===== src/verilog/seu_pkg.sv =====
`default_nettype none
package seu_pkg;
    // ----------------------------------------
    // register indices (byte address = 4 x index)
    // ----------------------------------------
    localparam logic [15:0] IDX_BREAK_STATUS = 16'hfe00;
    localparam logic [15:0] IDX_RESET_SOURCE_STATUS = 16'hfe01;
    localparam logic [15:0] IDX_BREAK_FLAG_CONTROL = 16'hfe03;
    localparam logic [15:0] IDX_PENDING_IRQ_FLAGS_LOW = 16'hfe04;
    localparam logic [15:0] IDX_PENDING_IRQ_FLAGS_MID = 16'hfe05;
    localparam logic [15:0] IDX_PENDING_IRQ_FLAGS_HIGH = 16'hfe06;
    localparam int ADDR_W = 18;
    // ----------------------------------------
    // field positions
    // ----------------------------------------
    localparam int BIT_BREAK_WAIT_EXIT = 1;
    localparam int BIT_BREAK_CLEAR_ENABLE = 7;
    localparam int BIT_RST_POR = 7;
    localparam int BIT_RST_PIN = 6;
    localparam int BIT_RST_WDOG = 5;
    localparam int BIT_RST_BAD_OPCODE = 4;
    localparam int BIT_RST_BAD_FETCH = 3;
    localparam int BIT_RST_MONITOR = 2;
    localparam int BIT_RST_LOW_VOLTAGE = 1;
    // ----------------------------------------
    // reset values
    // ----------------------------------------
    localparam logic [7:0] RST_RESET_FLAGS = 8'h00;
    localparam logic RST_BREAK_CLEAR_ENABLE = 1'b0;
    localparam logic RST_BREAK_WAIT_EXIT = 1'b0;
    // ----------------------------------------
    // vectors and timing
    // ----------------------------------------
    localparam int NUM_SRC = 16;
    localparam logic [4:0] VEC_SOFT_TRAP = 5'h00;
    localparam int CNT_W = 13;
    localparam int RECOVERY_LONG_CYCLES = 4096;
    localparam int RECOVERY_SHORT_CYCLES = 32;

    typedef enum logic [1:0] {
        ST_RUN = 2'b00,
        ST_WAIT = 2'b01,
        ST_HALT = 2'b10,
        ST_RECOVER = 2'b11
    } seu_state_t;
endpackage : seu_pkg
`default_nettype wire


===== src/verilog/seu_top.sv =====
// The APB slave port is this design's own decision.
`timescale 1ns/100ps
`default_nettype none
// Operation
// - software trap taken regardless of mask
// - software trap stacks PC, hardware PC-1
// - fixed sixteen-level source priority order
// - low flags register: flags 6..1, bits1:0 zero
// - mid flags register: flags 14..7, reset zero
// - high flags register: flags 16,15 low bits
// - flag reads one while source requests
// - reset sources beat every interrupt
// - break request forces software trap vector
// - break clears allowed only when enabled
// - flag cleared in break stays cleared
// - two-step clears stay protected during break
// - wait/halt clear mask, stop core clock
// - wait: peripherals run, irq wakes next cycle
// - wait left by reset/break; break sets flag
// - watchdog runs in wait unless disabled
// - halt stops all clocks; irq/reset/break wake
// - halt recovery 4096 or 32 cycles
// - counter held cleared during halt
// - writing zero clears break wait-exit flag
// - reset status clears after read
// - power-on sets own flag, clears others
// - latched interrupt not preempted until done or mask cleared
module seu_top
    import seu_pkg::*;
#(
    parameter int REC_LONG = RECOVERY_LONG_CYCLES,
    parameter int REC_SHORT = RECOVERY_SHORT_CYCLES
) (
    // clock and reset
    input wire logic pclk,
    input wire logic presetn,
    // apb slave
    input wire logic psel,
    input wire logic penable,
    input wire logic pwrite,
    input wire logic [ADDR_W-1:0] paddr,
    input wire logic [31:0] pwdata,
    output logic [31:0] prdata,
    output logic pready,
    output logic pslverr,
    // interrupt sources, bit 0 is flag 1
    input wire logic [NUM_SRC-1:0] irq_src,
    // core handshake
    input wire logic cpu_imask,
    input wire logic insn_boundary,
    input wire logic swi_exec,
    input wire logic wait_exec,
    input wire logic halt_exec,
    input wire logic irq_done,
    input wire logic break_req,
    input wire logic break_done,
    // reset source events
    input wire logic por_evt,
    input wire logic pin_rst_evt,
    input wire logic wdog_rst_evt,
    input wire logic bad_opcode_evt,
    input wire logic bad_fetch_evt,
    input wire logic monitor_rst_evt,
    input wire logic low_voltage_evt,
    // option bits
    input wire logic short_recovery_option,
    input wire logic watchdog_disable_option,
    // outputs to core and clocks
    output logic exc_take,
    output logic [4:0] exc_vector,
    output logic exc_pc_minus1,
    output logic imask_clear,
    output logic sys_reset_req,
    output logic cpu_clk_en,
    output logic periph_clk_en,
    output logic wdog_run,
    output logic in_break,
    output logic flag_clear_ok
);
    // ----------------------------------------
    // helpers
    // ----------------------------------------
    function automatic logic [4:0] hi_pri(input logic [NUM_SRC-1:0] p);
        logic [4:0] v;
        v = 5'h00;
        for (int i = NUM_SRC - 1; i >= 0; i--) begin
            if (p[i]) begin
                v = 5'(i + 1);
            end
        end
        return v;
    endfunction : hi_pri

    function automatic logic hit(input logic [ADDR_W-1:0] a, input logic [15:0] idx);
        return a == {idx, 2'b00};
    endfunction : hit

    localparam logic [CNT_W-1:0] LIM_LONG = CNT_W'(REC_LONG - 1);
    localparam logic [CNT_W-1:0] LIM_SHORT = CNT_W'(REC_SHORT - 1);

    // ----------------------------------------
    // state
    // ----------------------------------------
    seu_state_t st_r, st_nxt;
    logic [CNT_W-1:0] cnt_r, cnt_nxt;
    logic [NUM_SRC-1:0] pend_r;
    logic lat_r, lat_nxt;
    logic wake_brk_r, wake_brk_nxt;
    logic wake_rst_r, wake_rst_nxt;
    logic take_nxt, pcm1_nxt, imclr_nxt, rstreq_nxt;
    logic [4:0] vec_nxt;
    logic cpu_en_nxt, per_en_nxt, brk_nxt, bsw_set;
    logic [7:0] rsf_r, rsf_nxt;
    logic break_clear_enable_r, break_clear_enable_nxt, bsw_r, bsw_nxt;
    logic [31:0] rd_nxt;
    logic rdy_nxt, err_nxt;
    logic rst_any, acc, mapped;
    logic [7:0] rst_evts;
    logic [CNT_W-1:0] lim;

    assign rst_evts = {por_evt, pin_rst_evt, wdog_rst_evt, bad_opcode_evt,
                       bad_fetch_evt, monitor_rst_evt, low_voltage_evt, 1'b0};
    assign rst_any = |rst_evts;
    assign lim = short_recovery_option ? LIM_SHORT : LIM_LONG;

    // ----------------------------------------
    // exception and power sequencing
    // ----------------------------------------
    always_comb begin
        st_nxt = st_r;
        cnt_nxt = cnt_r;
        lat_nxt = lat_r;
        wake_brk_nxt = wake_brk_r;
        wake_rst_nxt = wake_rst_r;
        take_nxt = 1'b0;
        vec_nxt = exc_vector;
        pcm1_nxt = 1'b0;
        imclr_nxt = 1'b0;
        rstreq_nxt = 1'b0;
        cpu_en_nxt = cpu_clk_en;
        per_en_nxt = periph_clk_en;
        brk_nxt = in_break && !break_done;
        bsw_set = 1'b0;
        // latched request holds off others until serviced or unmasked
        if (lat_r && (irq_done || !cpu_imask)) begin
            lat_nxt = 1'b0;
        end
        unique case (st_r)
            ST_RUN: begin
                if (rst_any) begin
                    rstreq_nxt = 1'b1;
                    lat_nxt = 1'b0;
                end else if (!lat_r && (break_req || swi_exec)) begin
                    take_nxt = 1'b1;
                    vec_nxt = VEC_SOFT_TRAP;
                    lat_nxt = 1'b1;
                    brk_nxt = brk_nxt || break_req;
                end else if (!lat_r && insn_boundary && !cpu_imask && |pend_r) begin
                    take_nxt = 1'b1;
                    vec_nxt = hi_pri(pend_r);
                    pcm1_nxt = 1'b1;
                    lat_nxt = 1'b1;
                end else if (wait_exec) begin
                    st_nxt = ST_WAIT;
                    imclr_nxt = 1'b1;
                    cpu_en_nxt = 1'b0;
                end else if (halt_exec) begin
                    st_nxt = ST_HALT;
                    imclr_nxt = 1'b1;
                    cpu_en_nxt = 1'b0;
                    per_en_nxt = 1'b0;
                    cnt_nxt = '0;
                end
            end
            ST_WAIT: begin
                // mask was cleared on entry, so any pending source wakes
                if (rst_any) begin
                    st_nxt = ST_RUN;
                    cpu_en_nxt = 1'b1;
                    rstreq_nxt = 1'b1;
                end else if (break_req) begin
                    st_nxt = ST_RUN;
                    cpu_en_nxt = 1'b1;
                    bsw_set = 1'b1;
                    take_nxt = 1'b1;
                    vec_nxt = VEC_SOFT_TRAP;
                    lat_nxt = 1'b1;
                    brk_nxt = 1'b1;
                end else if (|pend_r) begin
                    st_nxt = ST_RUN;
                    cpu_en_nxt = 1'b1;
                    take_nxt = 1'b1;
                    vec_nxt = hi_pri(pend_r);
                    pcm1_nxt = 1'b1;
                    lat_nxt = 1'b1;
                end
            end
            ST_HALT: begin
                cnt_nxt = '0;
                if (rst_any || break_req || |pend_r) begin
                    st_nxt = ST_RECOVER;
                    wake_rst_nxt = rst_any;
                    wake_brk_nxt = break_req;
                end
            end
            ST_RECOVER: begin
                cnt_nxt = cnt_r + 1'b1;
                wake_rst_nxt = wake_rst_r || rst_any;
                if (cnt_r >= lim) begin
                    // stacking only once the oscillator has settled
                    st_nxt = ST_RUN;
                    cpu_en_nxt = 1'b1;
                    per_en_nxt = 1'b1;
                    if (wake_rst_nxt) begin
                        rstreq_nxt = 1'b1;
                    end else if (wake_brk_r) begin
                        take_nxt = 1'b1;
                        vec_nxt = VEC_SOFT_TRAP;
                        lat_nxt = 1'b1;
                        brk_nxt = 1'b1;
                    end else if (|pend_r) begin
                        take_nxt = 1'b1;
                        vec_nxt = hi_pri(pend_r);
                        pcm1_nxt = 1'b1;
                        lat_nxt = 1'b1;
                    end
                    wake_rst_nxt = 1'b0;
                    wake_brk_nxt = 1'b0;
                end
            end
        endcase
    end

    always_ff @(posedge pclk or negedge presetn) begin
        if (!presetn) begin
            st_r <= ST_RUN;
            cnt_r <= '0;
            pend_r <= '0;
            lat_r <= 1'b0;
            wake_brk_r <= 1'b0;
            wake_rst_r <= 1'b0;
            exc_take <= 1'b0;
            exc_vector <= VEC_SOFT_TRAP;
            exc_pc_minus1 <= 1'b0;
            imask_clear <= 1'b0;
            sys_reset_req <= 1'b0;
            cpu_clk_en <= 1'b1;
            periph_clk_en <= 1'b1;
            wdog_run <= 1'b0;
            in_break <= 1'b0;
            flag_clear_ok <= 1'b1;
        end else begin
            st_r <= st_nxt;
            cnt_r <= cnt_nxt;
            pend_r <= irq_src;
            lat_r <= lat_nxt;
            wake_brk_r <= wake_brk_nxt;
            wake_rst_r <= wake_rst_nxt;
            exc_take <= take_nxt;
            exc_vector <= vec_nxt;
            exc_pc_minus1 <= pcm1_nxt;
            imask_clear <= imclr_nxt;
            sys_reset_req <= rstreq_nxt;
            cpu_clk_en <= cpu_en_nxt;
            periph_clk_en <= per_en_nxt;
            wdog_run <= !watchdog_disable_option && st_nxt != ST_HALT;
            in_break <= brk_nxt;
            // peripherals also drop a half-done two-step clear while low
            flag_clear_ok <= !brk_nxt || break_clear_enable_nxt;
        end
    end

    // ----------------------------------------
    // register file
    // ----------------------------------------
    assign acc = psel && penable && pready;
    assign mapped = hit(paddr, IDX_BREAK_STATUS) || hit(paddr, IDX_RESET_SOURCE_STATUS)
        || hit(paddr, IDX_BREAK_FLAG_CONTROL) || hit(paddr, IDX_PENDING_IRQ_FLAGS_LOW)
        || hit(paddr, IDX_PENDING_IRQ_FLAGS_MID) || hit(paddr, IDX_PENDING_IRQ_FLAGS_HIGH);

    always_comb begin
        rsf_nxt = rsf_r;
        break_clear_enable_nxt = break_clear_enable_r;
        bsw_nxt = bsw_r;
        rd_nxt = '0;
        rdy_nxt = psel && !penable;
        err_nxt = psel && !penable && !mapped;
        if (acc && !pwrite && hit(paddr, IDX_RESET_SOURCE_STATUS)) begin
            rsf_nxt = '0;
        end
        if (por_evt) begin
            rsf_nxt = 8'h01 << BIT_RST_POR;
        end else begin
            rsf_nxt = rsf_nxt | rst_evts;
        end
        if (acc && pwrite && hit(paddr, IDX_BREAK_STATUS) && !pwdata[BIT_BREAK_WAIT_EXIT]) begin
            bsw_nxt = 1'b0;
        end
        if (bsw_set) begin
            bsw_nxt = 1'b1;
        end
        if (acc && pwrite && hit(paddr, IDX_BREAK_FLAG_CONTROL)) begin
            break_clear_enable_nxt = pwdata[BIT_BREAK_CLEAR_ENABLE];
        end
        if (psel && !penable && !pwrite) begin
            if (hit(paddr, IDX_BREAK_STATUS)) begin
                rd_nxt[BIT_BREAK_WAIT_EXIT] = bsw_r;
            end
            if (hit(paddr, IDX_RESET_SOURCE_STATUS)) begin
                rd_nxt[7:0] = rsf_r;
            end
            if (hit(paddr, IDX_BREAK_FLAG_CONTROL)) begin
                rd_nxt[BIT_BREAK_CLEAR_ENABLE] = break_clear_enable_r;
            end
            if (hit(paddr, IDX_PENDING_IRQ_FLAGS_LOW)) begin
                rd_nxt[7:0] = {pend_r[5:0], 2'b00};
            end
            if (hit(paddr, IDX_PENDING_IRQ_FLAGS_MID)) begin
                rd_nxt[7:0] = pend_r[13:6];
            end
            if (hit(paddr, IDX_PENDING_IRQ_FLAGS_HIGH)) begin
                rd_nxt[7:0] = {6'h00, pend_r[15:14]};
            end
        end
    end

    always_ff @(posedge pclk or negedge presetn) begin
        if (!presetn) begin
            rsf_r <= RST_RESET_FLAGS;
            break_clear_enable_r <= RST_BREAK_CLEAR_ENABLE;
            bsw_r <= RST_BREAK_WAIT_EXIT;
            prdata <= '0;
            pready <= 1'b0;
            pslverr <= 1'b0;
        end else begin
            rsf_r <= rsf_nxt;
            break_clear_enable_r <= break_clear_enable_nxt;
            bsw_r <= bsw_nxt;
            prdata <= rd_nxt;
            pready <= rdy_nxt;
            pslverr <= err_nxt;
        end
    end
endmodule : seu_top
`default_nettype wire


===== config.mk =====
export PLATFORM = sky130hd
export DESIGN_NAME = seu_top
export DESIGN_NICKNAME = d
export VERILOG_FILES = /design/src/verilog/seu_pkg.sv /design/src/verilog/seu_top.sv
export SDC_FILE = /design/constraint.sdc
export NUM_CORES = 1
export LEC_CHECK = 0
export ABC_AREA = 1
export BUFFER_PORTS_ARGS = -buffer_cell sky130_fd_sc_hd__buf_2
export CORE_MARGIN = 1
export CORE_UTILIZATION = 49
export CTS_BUF_LIST = sky130_fd_sc_hd__clkbuf_16
export DETAILED_ROUTE_END_ITERATION = 16
export GPL_TIMING_DRIVEN = 0
export MAX_ROUTING_LAYER = met4
export PLACE_DENSITY = 0.8
export SLEW_MARGIN = 20
export SYNTH_ARGS = -nofsm -noshare
export SYNTH_HDL_FRONTEND = slang
export SYNTH_SLANG_ARGS = --single-unit

===== constraint.sdc =====
create_clock -name pclk -period 2 [get_ports pclk]
set_input_delay 0.4 -clock pclk [delete_from_list [all_inputs] [get_ports pclk]]
set_output_delay 0.4 -clock pclk [all_outputs]
set_load 0.05 [all_outputs]

==> impl_metrics.yaml, run 1 <==
yosys:
  yosys_warnings: 0
  synth_cell_types: 46
  synth-edff-count: 0
  async_flop_share_pct: 100
  synth_top_area_cell: "dfrtp_1"
  synth_area_leaders: "dfrtp_1 (40%), nand2_1 (8.9%), inv_1 (7.0%)"
  avgSynthCellArea_um2: 8.00
  synth-main-ff-cell: "dfrtp_1"
  ys_seq_area_share_pct: 42.0
  yosysTopAreaCellShare_pct: 40.0
  synthesis.area_mm2: 0.00400
  ys_seq_elements: 67
  synthCells: 500
sta:
  rsz0062_at_grt: "yes"
  hold_violations: 0
  tightest_slew_ps: 518
  finalSetupTns_ps: 0
  fin_crit_ps: 1970
  max-slew-margin-rel_pct: 65.5
  layout_setup_ws_ps: 28.1
  final-max-slew-violation-count: 0
  setup-violations-final: 0
  fin_crit_sh_pct: 98.6
  fmax_ghz: 0.507
  clock_skew_ps: 5.08
drt:
  vias: 3718
  drtIter0Drc: 252
  routed_via_density: 5.09
  ant_nets: 0
  totalWireLength_um: 9790
  drc: 0
  wl_per_cell_um: 13.4
  firstDrtPassIters: 5
finish:
  fill_cells: 654
  syn_to_final_growth_pct: 27.4
  instances_no_fill: 731
  multiInputGateArea_mm2: 0.00196
  stdcell_area_mm2: 0.00509
  num-nets-final: 719
  final_layout_size_suffix_gt1_share_pct: 31.4
  area.sequential_mm2: 0.00168
cts:
  clk_latency_ps: 330
  root_buffer: "clkbuf_16"
  cts_inserted_buffers: 9
  cts_num_sinks: 67
  cts.clk_slew.worst_paths_ps: 60
  htree_num_levels: 3
  clock_path_buffers: 2
  tritoncts: "yes"
global_routing:
  grt_max_degree: 35
  antenna_found_initial: 1
  grt_pass1_vias: 3614
  grt_pass1_wl_um: 16100
  grt_use_total_pct: 24.8
  grt.overflow.total: 0
floorplanning:
  die_area_mm2: 0.00853
  start_util_pct: 51.2
  io_pins: 136
  dieWidth_um: 92.4
  coreArea_mm2: 0.00781
  fp.dieH_um: 92.4
  rows: 32
power_and_ir_drop:
  power.internal_mw: 2.88
  p_clk_share_pct: 35.9
  power.switching_mw: 1.54
  netSwitchingFraction_pct: 34.8
  power_density_mw_per_mm2: 866
  ir_drop_v: 0.000647
  pwr-share-comb_pct: 26.5
  seqPwrFrac_pct: 37.5
  p_leak_nw: 2.68
setup_path:
  worstPathArrival_ps: 2200
  cp_max_fo: 8
  worstPathRequired_ps: 2230
  cp-start-kind: "register"
  critical_path_class: "reg -> reg"
  crit_path_end_kind: "register"
hold_path:
  hold_class: "in -> async"
placement:
  numPortBuffers: 81
  place.detailed.hpwl_um: 7160
  gp_congestion: 0.872
  dp_cells: 707
  placed_area_mm2: 0.00464
  place_ws_ps: -149
run_status:
  status: "completed"
job:
  maxCapViolations: 0
registers in the layout (all words and copies together), names as in the netlist, 2 cells and up:
name	flops
rsf_r	7
st_r	2
cnt_r	13
pend_r	16
prdata	8
exc_vector	5
placed cells by master (no fill, tap or decap), types with 2 or more instances in the layout:
cell and instances:
a21oi_1 21, a21oi_2 2, a221oi_1 4, a31oi_1 3, buf_2 80, buf_4 32, buf_6 2, clkbuf_16 9
clkinvlp_4 2, conb_1 24, dfrtp_1 64, dfstp_2 3, ha_1 2, ha_4 5, inv_1 75, inv_2 10
inv_6 3, nand2_1 95, nand2_2 4, nand2_4 4, nand3_1 27, nand3_2 9, nand4_1 7, nor2_1 48
nor2_2 6, nor2_4 3, nor3_1 10, nor3_2 5, nor4_1 5, o211ai_1 3, o21ai_0 15, o21ai_1 4
o21ai_2 4, o22ai_1 9, o32ai_1 2, xor2_1 8
worst max-delay path, cell delays in order, from the launching register on:
cell and delay (ps):
dfrtp_1 420, ha_4 290, nand2_1 60, inv_1 70, nand4_1 120, nor3_2 240, nor2_4 80, nand2_4 100
nand2_4 60, nor2_4 180, inv_6 70, o21ai_2 130, inv_1 40
per-stage QoR:
stage          util (%)  hold slack (ps)  total power, mW
2_1_floorplan         -              104             2.44
3_3_place_gp       59.2              458             2.69
3_5_place_dp       59.5              371             2.73
4_1_cts            63.6             18.1             4.35
5_1_grt            65.3             35.0             4.64
6_report           65.3             11.8             4.41
layer usage:
| layer | global-route usage [%] | vias to the layer above | routed length, µm | share of wire [%] |
|---|---|---|---|---|
| met5 | - | - | 0 | 0 |
| met4 | 8.33 | 0 | 212 | 2.2 |
| met3 | 5.17 | 25 | 703 | 7.2 |
| met2 | 39.8 | 151 | 4670 | 48 |
| met1 | 31.3 | 1708 | 4210 | 43 |
| li1 | - | 1834 | - | - |
kinds of logic (layout without fill, tap and decap cells):
logic type / after synthesis / after routing / share of synthesized area, %
xor+xnor: 8 / 8 / 1.75
buf+inv: 114 / 219 / 13.4
simple gates: 228 / 228 / 28.4
flops: 67 / 67 / 42.0
fa+ha+maj: 8 / 8 / 2.50
compound gates: 74 / 74 / 11.8
other cells: 1 / 25 / 0.0937
Yosys cell counts, types with 6 or more instances:
master and n:
a21oi_1 21, buf_4 24, dfrtp_1 64, ha_1 8, inv_1 75, inv_2 10
nand2_1 95, nand2_2 6, nand3_1 28, nand3_2 8, nand4_1 7, nor2_1 50
nor3_1 10, o21ai_0 15, o21ai_1 7, o22ai_1 9, xor2_1 8
final cells by class:
cell class              instances  share of cell area, %
diodes                          1                 0.0491
plain buffers                  27                   4.05
clock buffers                   9                   4.42
clock inverters                 7                   1.50
inverters                      87                   6.51
multi-input cells             342                   38.6
flip-flops and latches         67                   33.0
well taps                     102                   2.50
repair buffers                 89                   9.43
power by group through the flow:
stage / clock network [mW] / logic [mW] / registers, mW
3_3_place_gp: 0 / 1.03 / 1.67
2_1_floorplan: 0 / 0.548 / 1.90
4_1_cts: 1.61 / 1.09 / 1.65
5_1_grt: 1.69 / 1.28 / 1.67
6_report: 1.59 / 1.17 / 1.66
3_5_place_dp: 0 / 1.06 / 1.67
worst paths after layout:
kind	startpoint	endpoint	slack, ps	cells after the start
min reg2reg	cpu_clk_en	cpu_clk_en	470	2
max reg2reg	cnt_r[10]	exc_vector[1]	30	12
min	presetn	pend_r[11]	10	1
max	cnt_r[10]	exc_vector[1]	30	12
max in group asynchronous	presetn	periph_clk_en	1400	2
min in group pclk	irq_src[4]	pend_r[4]	170	1
timing repair:
item / in CTS / in global routing
setup endpoints to repair: 5 / 7
setup buffers: 3 / 4
hold buffers: 0 / 0
pin swaps: 3 / 7
gates resized for setup: 1 / 13
No activity file was read; power rests on OpenSTA's default activity.
==> run 2, diff against run 1 <==
--- a/config.mk
+++ b/config.mk
@@ -14,6 +14,7 @@
 export GPL_TIMING_DRIVEN = 0
 export MAX_ROUTING_LAYER = met4
 export PLACE_DENSITY = 0.8
+export RECOVER_POWER = 50
 export SLEW_MARGIN = 20
 export SYNTH_ARGS = -nofsm -noshare
 export SYNTH_HDL_FRONTEND = slang
==> run 2 against run 1 <==
Against the previous run:
- the flow now finishes with violations (capacitance limit, slew limit)
- sequential power about the same
- highest routed layer unchanged
- die area unchanged
- sequential cell count unchanged
- largest cell class unchanged
- cell area about the same
- clock power about the same
- clock-buffer cell count unchanged
- via count about the same
- largest power group unchanged
- critical endpoint unchanged
- worst hold slack improved by 160 ps
==> impl_metrics.yaml, run 2 (synthesized netlist as in run 1, its figures left out) <==
placement:
  dp_cells: 707
  place.detailed.hpwl_um: 7160
  numPortBuffers: 81
  gp_congestion: 0.872
run_status:
  failed_checks: "capacitance limit, slew limit"
  status: "finished, violations left"
global_routing:
  grt_pass1_vias: 3614
  grt.overflow.total: 0
  grt_pass1_wl_um: 16100
  antenna_found_initial: 1
  grt_max_degree: 35
  grt_use_total_pct: 24.8
drt:
  totalWireLength_um: 9800
  drc: 0
  met2RoutedLength_um: 4670
  vias: 3720
  ant_nets: 0
  drt-met1-wl_um: 4210
  routed_via_density: 5.09
  top_layer_used: "met4"
  wl_met3_um: 703
  wl_per_cell_um: 13.4
  drtIter0Drc: 252
  firstDrtPassIters: 5
cts:
  clock_path_buffers: 2
  root_buffer: "clkbuf_16"
  hold_buffers: 0
  cts_inserted_buffers: 9
  cts.clk_slew.worst_paths_ps: 60
  cts_num_sinks: 67
  clk_latency_ps: 330
  htree_num_levels: 3
  tritoncts: "yes"
floorplanning:
  start_util_pct: 51.2
  io_pins: 136
  die_area_mm2: 0.00853
  fp.dieH_um: 92.4
  coreArea_mm2: 0.00781
  rows: 32
  dieWidth_um: 92.4
power_and_ir_drop:
  p_leak_nw: 2.68
  power_density_mw_per_mm2: 867
  ir_drop_v: 0.000647
sta:
  clock_skew_ps: 5.08
  hold_violations: 0
  tightest_slew_ps: 1840
  fmax_ghz: 0.507
  setup-violations-final: 0
  fin_crit_ps: 1970
  max-slew-margin-rel_pct: -22.9
  fin_crit_sh_pct: 98.6
  final-max-slew-violation-count: 34
  rsz0062_at_grt: "yes"
finish:
  syn_to_final_growth_pct: 27.3
  reg_top3: "pend_r (16), cnt_r (13), prdata (8)"
  instances_no_fill: 731
  final_cell_mix: "nand2_1 (95), buf_2 (80), inv_1 (75), dfrtp_1 (64), nor2_1 (48)"
  final_core_util_pct: 65.2
  regMostFlops: "pend_r"
  final_layout_size_suffix_gt1_share_pct: 31.2
  num-nets-final: 719
  final_common_cell: "nand2_1"
  largest_reg_flops: 16
job:
  maxCapViolations: 1
setup_path:
  worstPathArrival_ps: 2200
  cp_max_fo: 8
  r2r-start: "cnt_r[10]"
  worstPathRequired_ps: 2230
  crit_start: "cnt_r[10]"
  crit_path_end_kind: "register"
  critical_path_class: "reg -> reg"
  cp-start-kind: "register"
hold_path:
  min_from: "irq_src[4]"
  hold_class: "in -> reg"
==> run 2: power breakdown <==
part	switching, mW	internal, mW	leakage [nW]	total [mW]
clock	0.614	0.972	0.142	1.59
combinational	0.791	0.379	1.73	1.17
sequential	0.131	1.53	0.810	1.66
total	1.54	2.88	2.68	4.41
==> run 2: cell type report <==
class,instances,area [µm²]
Clock inverter,7,76.3
Sequential cell,67,1680
Tap cell,102,128
Buffer,27,206
Clock buffer,9,225
Antenna cell,1,2.50
Timing Repair Buffer,89,477
Multi-Input combinational cell,342,1960
Fill cell,654,2720
Inverter,87,332
==> run 2: what timing repair did <==
item / 4_1_cts / 5_1_grt
endpoints found under the hold margin: 0 / 0
pin swaps: 3 / 7
buffers inserted: 3 / 4
setup endpoints to repair: 5 / 7
gates resized for setup: 1 / 13
==> run 2: per-layer routing <==
metal | vias up | track usage [%]
met3 | 25 | 5.17
li1 | 1834 | -
met5 | - | -
met4 | 0 | 8.33
met2 | 151 | 39.8
met1 | 1710 | 31.3
==> run 2: final timing paths <==
| check | endpoint | slack, ps | depth (start not counted) |
|---|---|---|---|
| worst min-delay path | pend_r[4] | 170 | 1 |
| worst min register to register | cpu_clk_en | 470 | 2 |
| max in group asynchronous | rsf_r[5] | 370 | 1 |
| min in group asynchronous | pend_r[11] | 570 | 1 |
| worst max-delay path | exc_vector[1] | 30 | 12 |
| worst max register to register | exc_vector[1] | 30 | 12 |
==> run 2: through the flow <==
stage	power, mW	hold slack (ps)	TNS [ps]	worst slack [ps]	cell area, µm²
finish	4.41	170	0	28.1	5090
global route	4.64	162	-735	-111	5090
CTS	4.35	18.1	0	3.84	4970
detailed placement	2.73	371	-690	-149	4640
global placement	2.69	458	-284	-80.4	4620
floorplan	2.44	104	0	250	4090
==> run 2: critical path: stages, from the launching register on <==
cell     delay, ps
dfrtp_1        420
ha_4           290
nand2_1         60
inv_1           70
nand4_1        120
nor3_2         240
nor2_4          80
nand2_4        100
nand2_4         60
nor2_4         180
inv_6           70
o21ai_2        130
inv_1           40
==> run 3, diff against run 2 <==
--- a/config.mk
+++ b/config.mk
@@ -7,13 +7,14 @@
 export LEC_CHECK = 0
 export ABC_AREA = 1
 export BUFFER_PORTS_ARGS = -buffer_cell sky130_fd_sc_hd__buf_2
+export CAP_MARGIN = 20
 export CORE_MARGIN = 1
 export CORE_UTILIZATION = 49
 export CTS_BUF_LIST = sky130_fd_sc_hd__clkbuf_16
 export DETAILED_ROUTE_END_ITERATION = 16
 export GPL_TIMING_DRIVEN = 0
 export MAX_ROUTING_LAYER = met4
-export PLACE_DENSITY = 0.8
+export PLACE_DENSITY = 0.74
 export RECOVER_POWER = 50
 export SLEW_MARGIN = 20
 export SYNTH_ARGS = -nofsm -noshare
==> run 3 against run 2 <==
Against the previous run:
- cell count down 0.27%
- clock-buffer cell count unchanged
- worst setup slack better by 38 ps
- combinational power about the same
- die area unchanged
- clock skew about the same
- utilization down 0.45 points
- cell area down 0.69%
- critical endpoint unchanged
- maximum frequency up 2.0%
- critical path type unchanged
- the flow now finishes without violations
- register-to-register slack better by 40 ps
- non-clock buffer count down 1
==> impl_metrics.yaml, run 3 (synthesized netlist as in run 1, its figures left out) <==
sta:
  setup-violations-final: 0
  whs_ps: 163
  fin_crit_ps: 1930
  final-max-slew-violation-count: 0
  clock_skew_ps: 4.97
  layout_setup_ws_ps: 66.2
  fin_crit_sh_pct: 96.7
  tightest_slew_ps: 835
  hold_violations: 0
  max-slew-margin-rel_pct: 44.3
  fmax_ghz: 0.517
  rsz0062_at_grt: "yes"
finish:
  reg_top3: "pend_r (16), cnt_r (13), prdata (8)"
  regMostFlops: "pend_r"
  multiInputGateArea_mm2: 0.00194
  largest_reg_flops: 16
  fill_cells: 650
  num-nets-final: 718
  area.sequential_mm2: 0.00168
  final_cell_mix: "nand2_1 (95), buf_2 (80), inv_1 (75), dfrtp_1 (64), nor2_1 (49)"
  final_layout_size_suffix_gt1_share_pct: 30.3
  instances_no_fill: 729
  syn_to_final_growth_pct: 26.4
  n_antenna_cell: 0
  final_common_cell: "nand2_1"
  final_core_util_pct: 64.8
floorplanning:
  rows: 32
  die_area_mm2: 0.00853
  io_pins: 136
  dieWidth_um: 92.4
  start_util_pct: 51.2
  coreArea_mm2: 0.00781
  fp.dieH_um: 92.4
drt:
  drc: 0
  wl_per_cell_um: 13.1
  ant_nets: 0
  vias: 3655
  firstDrtPassIters: 5
  totalWireLength_um: 9510
  routed_via_density: 5.01
  drtIter0Drc: 181
placement:
  gp_congestion: 0.898
  dp_cells: 707
  place.detailed.hpwl_um: 7150
  numPortBuffers: 81
  place_ws_ps: -122
cts:
  cts_num_sinks: 67
  cts_inserted_buffers: 9
  cts.clk_slew.worst_paths_ps: 50
  htree_num_levels: 3
  clock_path_buffers: 2
  hold_buffers: 0
  root_buffer: "clkbuf_16"
  tritoncts: "yes"
  clk_latency_ps: 330
setup_path:
  worstPathArrival_ps: 2150
  cp_max_fo: 8
  crit_slowest_cell: "dfrtp_1"
  crit_chain: "ha_1 > nand2_1 > o21ai_0 > nand2_1 > nand3_2 > nor2_4 > nand2_4 > nand2_4 > nor2_4 > inv_6 > o21ai_2 > inv_1"
  cp-start-kind: "register"
  worstPathRequired_ps: 2220
  crit_path_end_kind: "register"
  critical_path_class: "reg -> reg"
  cpPeakStageDelay_ps: 410
power_and_ir_drop:
  p_total_mw: 4.46
  power_density_mw_per_mm2: 883
  netSwitchingFraction_pct: 33.3
  pwr-share-comb_pct: 25.5
  p_clk_share_pct: 37.4
  p_leak_nw: 2.69
  seqPwrFrac_pct: 37.1
  ir_drop_v: 0.000670
  power.internal_mw: 2.98
  power.switching_mw: 1.48
global_routing:
  grt_pass1_wl_um: 15200
  grt.overflow.total: 0
  antenna_found_initial: 0
  grt_use_total_pct: 23.6
  grt_max_degree: 36
  grt_pass1_vias: 3380
run_status:
  status: "completed"
hold_path:
  hold_class: "in -> async"
job:
  maxCapViolations: 0
[run 3: stage by stage]
step / area (µm²) / setup TNS, ps
after global placement: 4620 / -275
after global routing: 5060 / -345
after floorplan: 4090 / 0
after detailed placement: 4640 / -448
after CTS: 4960 / 0
final: 5060 / 0
[run 3: area by class of cell]
cell class | count | area share, %
Multi-Input combinational cell | 342 | 38.3
Sequential cell | 67 | 33.2
Timing Repair Buffer | 88 | 9.01
Inverter | 87 | 6.56
Clock buffer | 9 | 4.45
Buffer | 27 | 4.08
Tap cell | 102 | 2.52
Clock inverter | 7 | 1.81
[run 3: worst paths after layout]
check,cells after the start,slack [ps],from,endpoint
max,12,70,cnt_r[7],exc_vector[1]
min,1,160,presetn,pend_r[8]
max reg2reg,12,70,cnt_r[7],exc_vector[1]
min reg2reg,2,470,cpu_clk_en,cpu_clk_en
max in group asynchronous,2,560,presetn,cnt_r[9]
min in group pclk,1,170,irq_src[10],pend_r[10]
[run 3: critical path, delay by kind of cell, from the launching register on]
kind,cells,cell delay (ps)
and+or+nand+nor,7,640
AOI/OAI and AO/OA,2,320
DFF,1,410
adders and majority gates,1,320
buffers and inverters,2,110
[run 3: power by group through the flow]
stage	clock network (mW)	registers (mW)	logic (mW)
2_1_floorplan	0	1.90	0.548
3_3_place_gp	0	1.68	1.02
3_5_place_dp	0	1.68	1.05
4_1_cts	1.70	1.66	1.06
5_1_grt	1.76	1.68	1.24
6_report	1.67	1.66	1.14
[run 3: what timing repair did]
item / 4_1_cts / 5_1_grt
gates resized for setup: 0 / 9
buffers inserted: 0 / 6
hold endpoints to repair: 0 / 0
endpoints found under the setup margin: 0 / 8
[run 3: metal layers]
layer  track usage [%]  wire [µm]  vias up  share of wire (%)
li1                  -          -     1825                  -
met2              35.7       4480      135                 47
met3              4.35        574       18                6.0
met5                 -          0        -                  0
met4              9.24        163        0                1.7
met1              31.4       4300     1677                 45
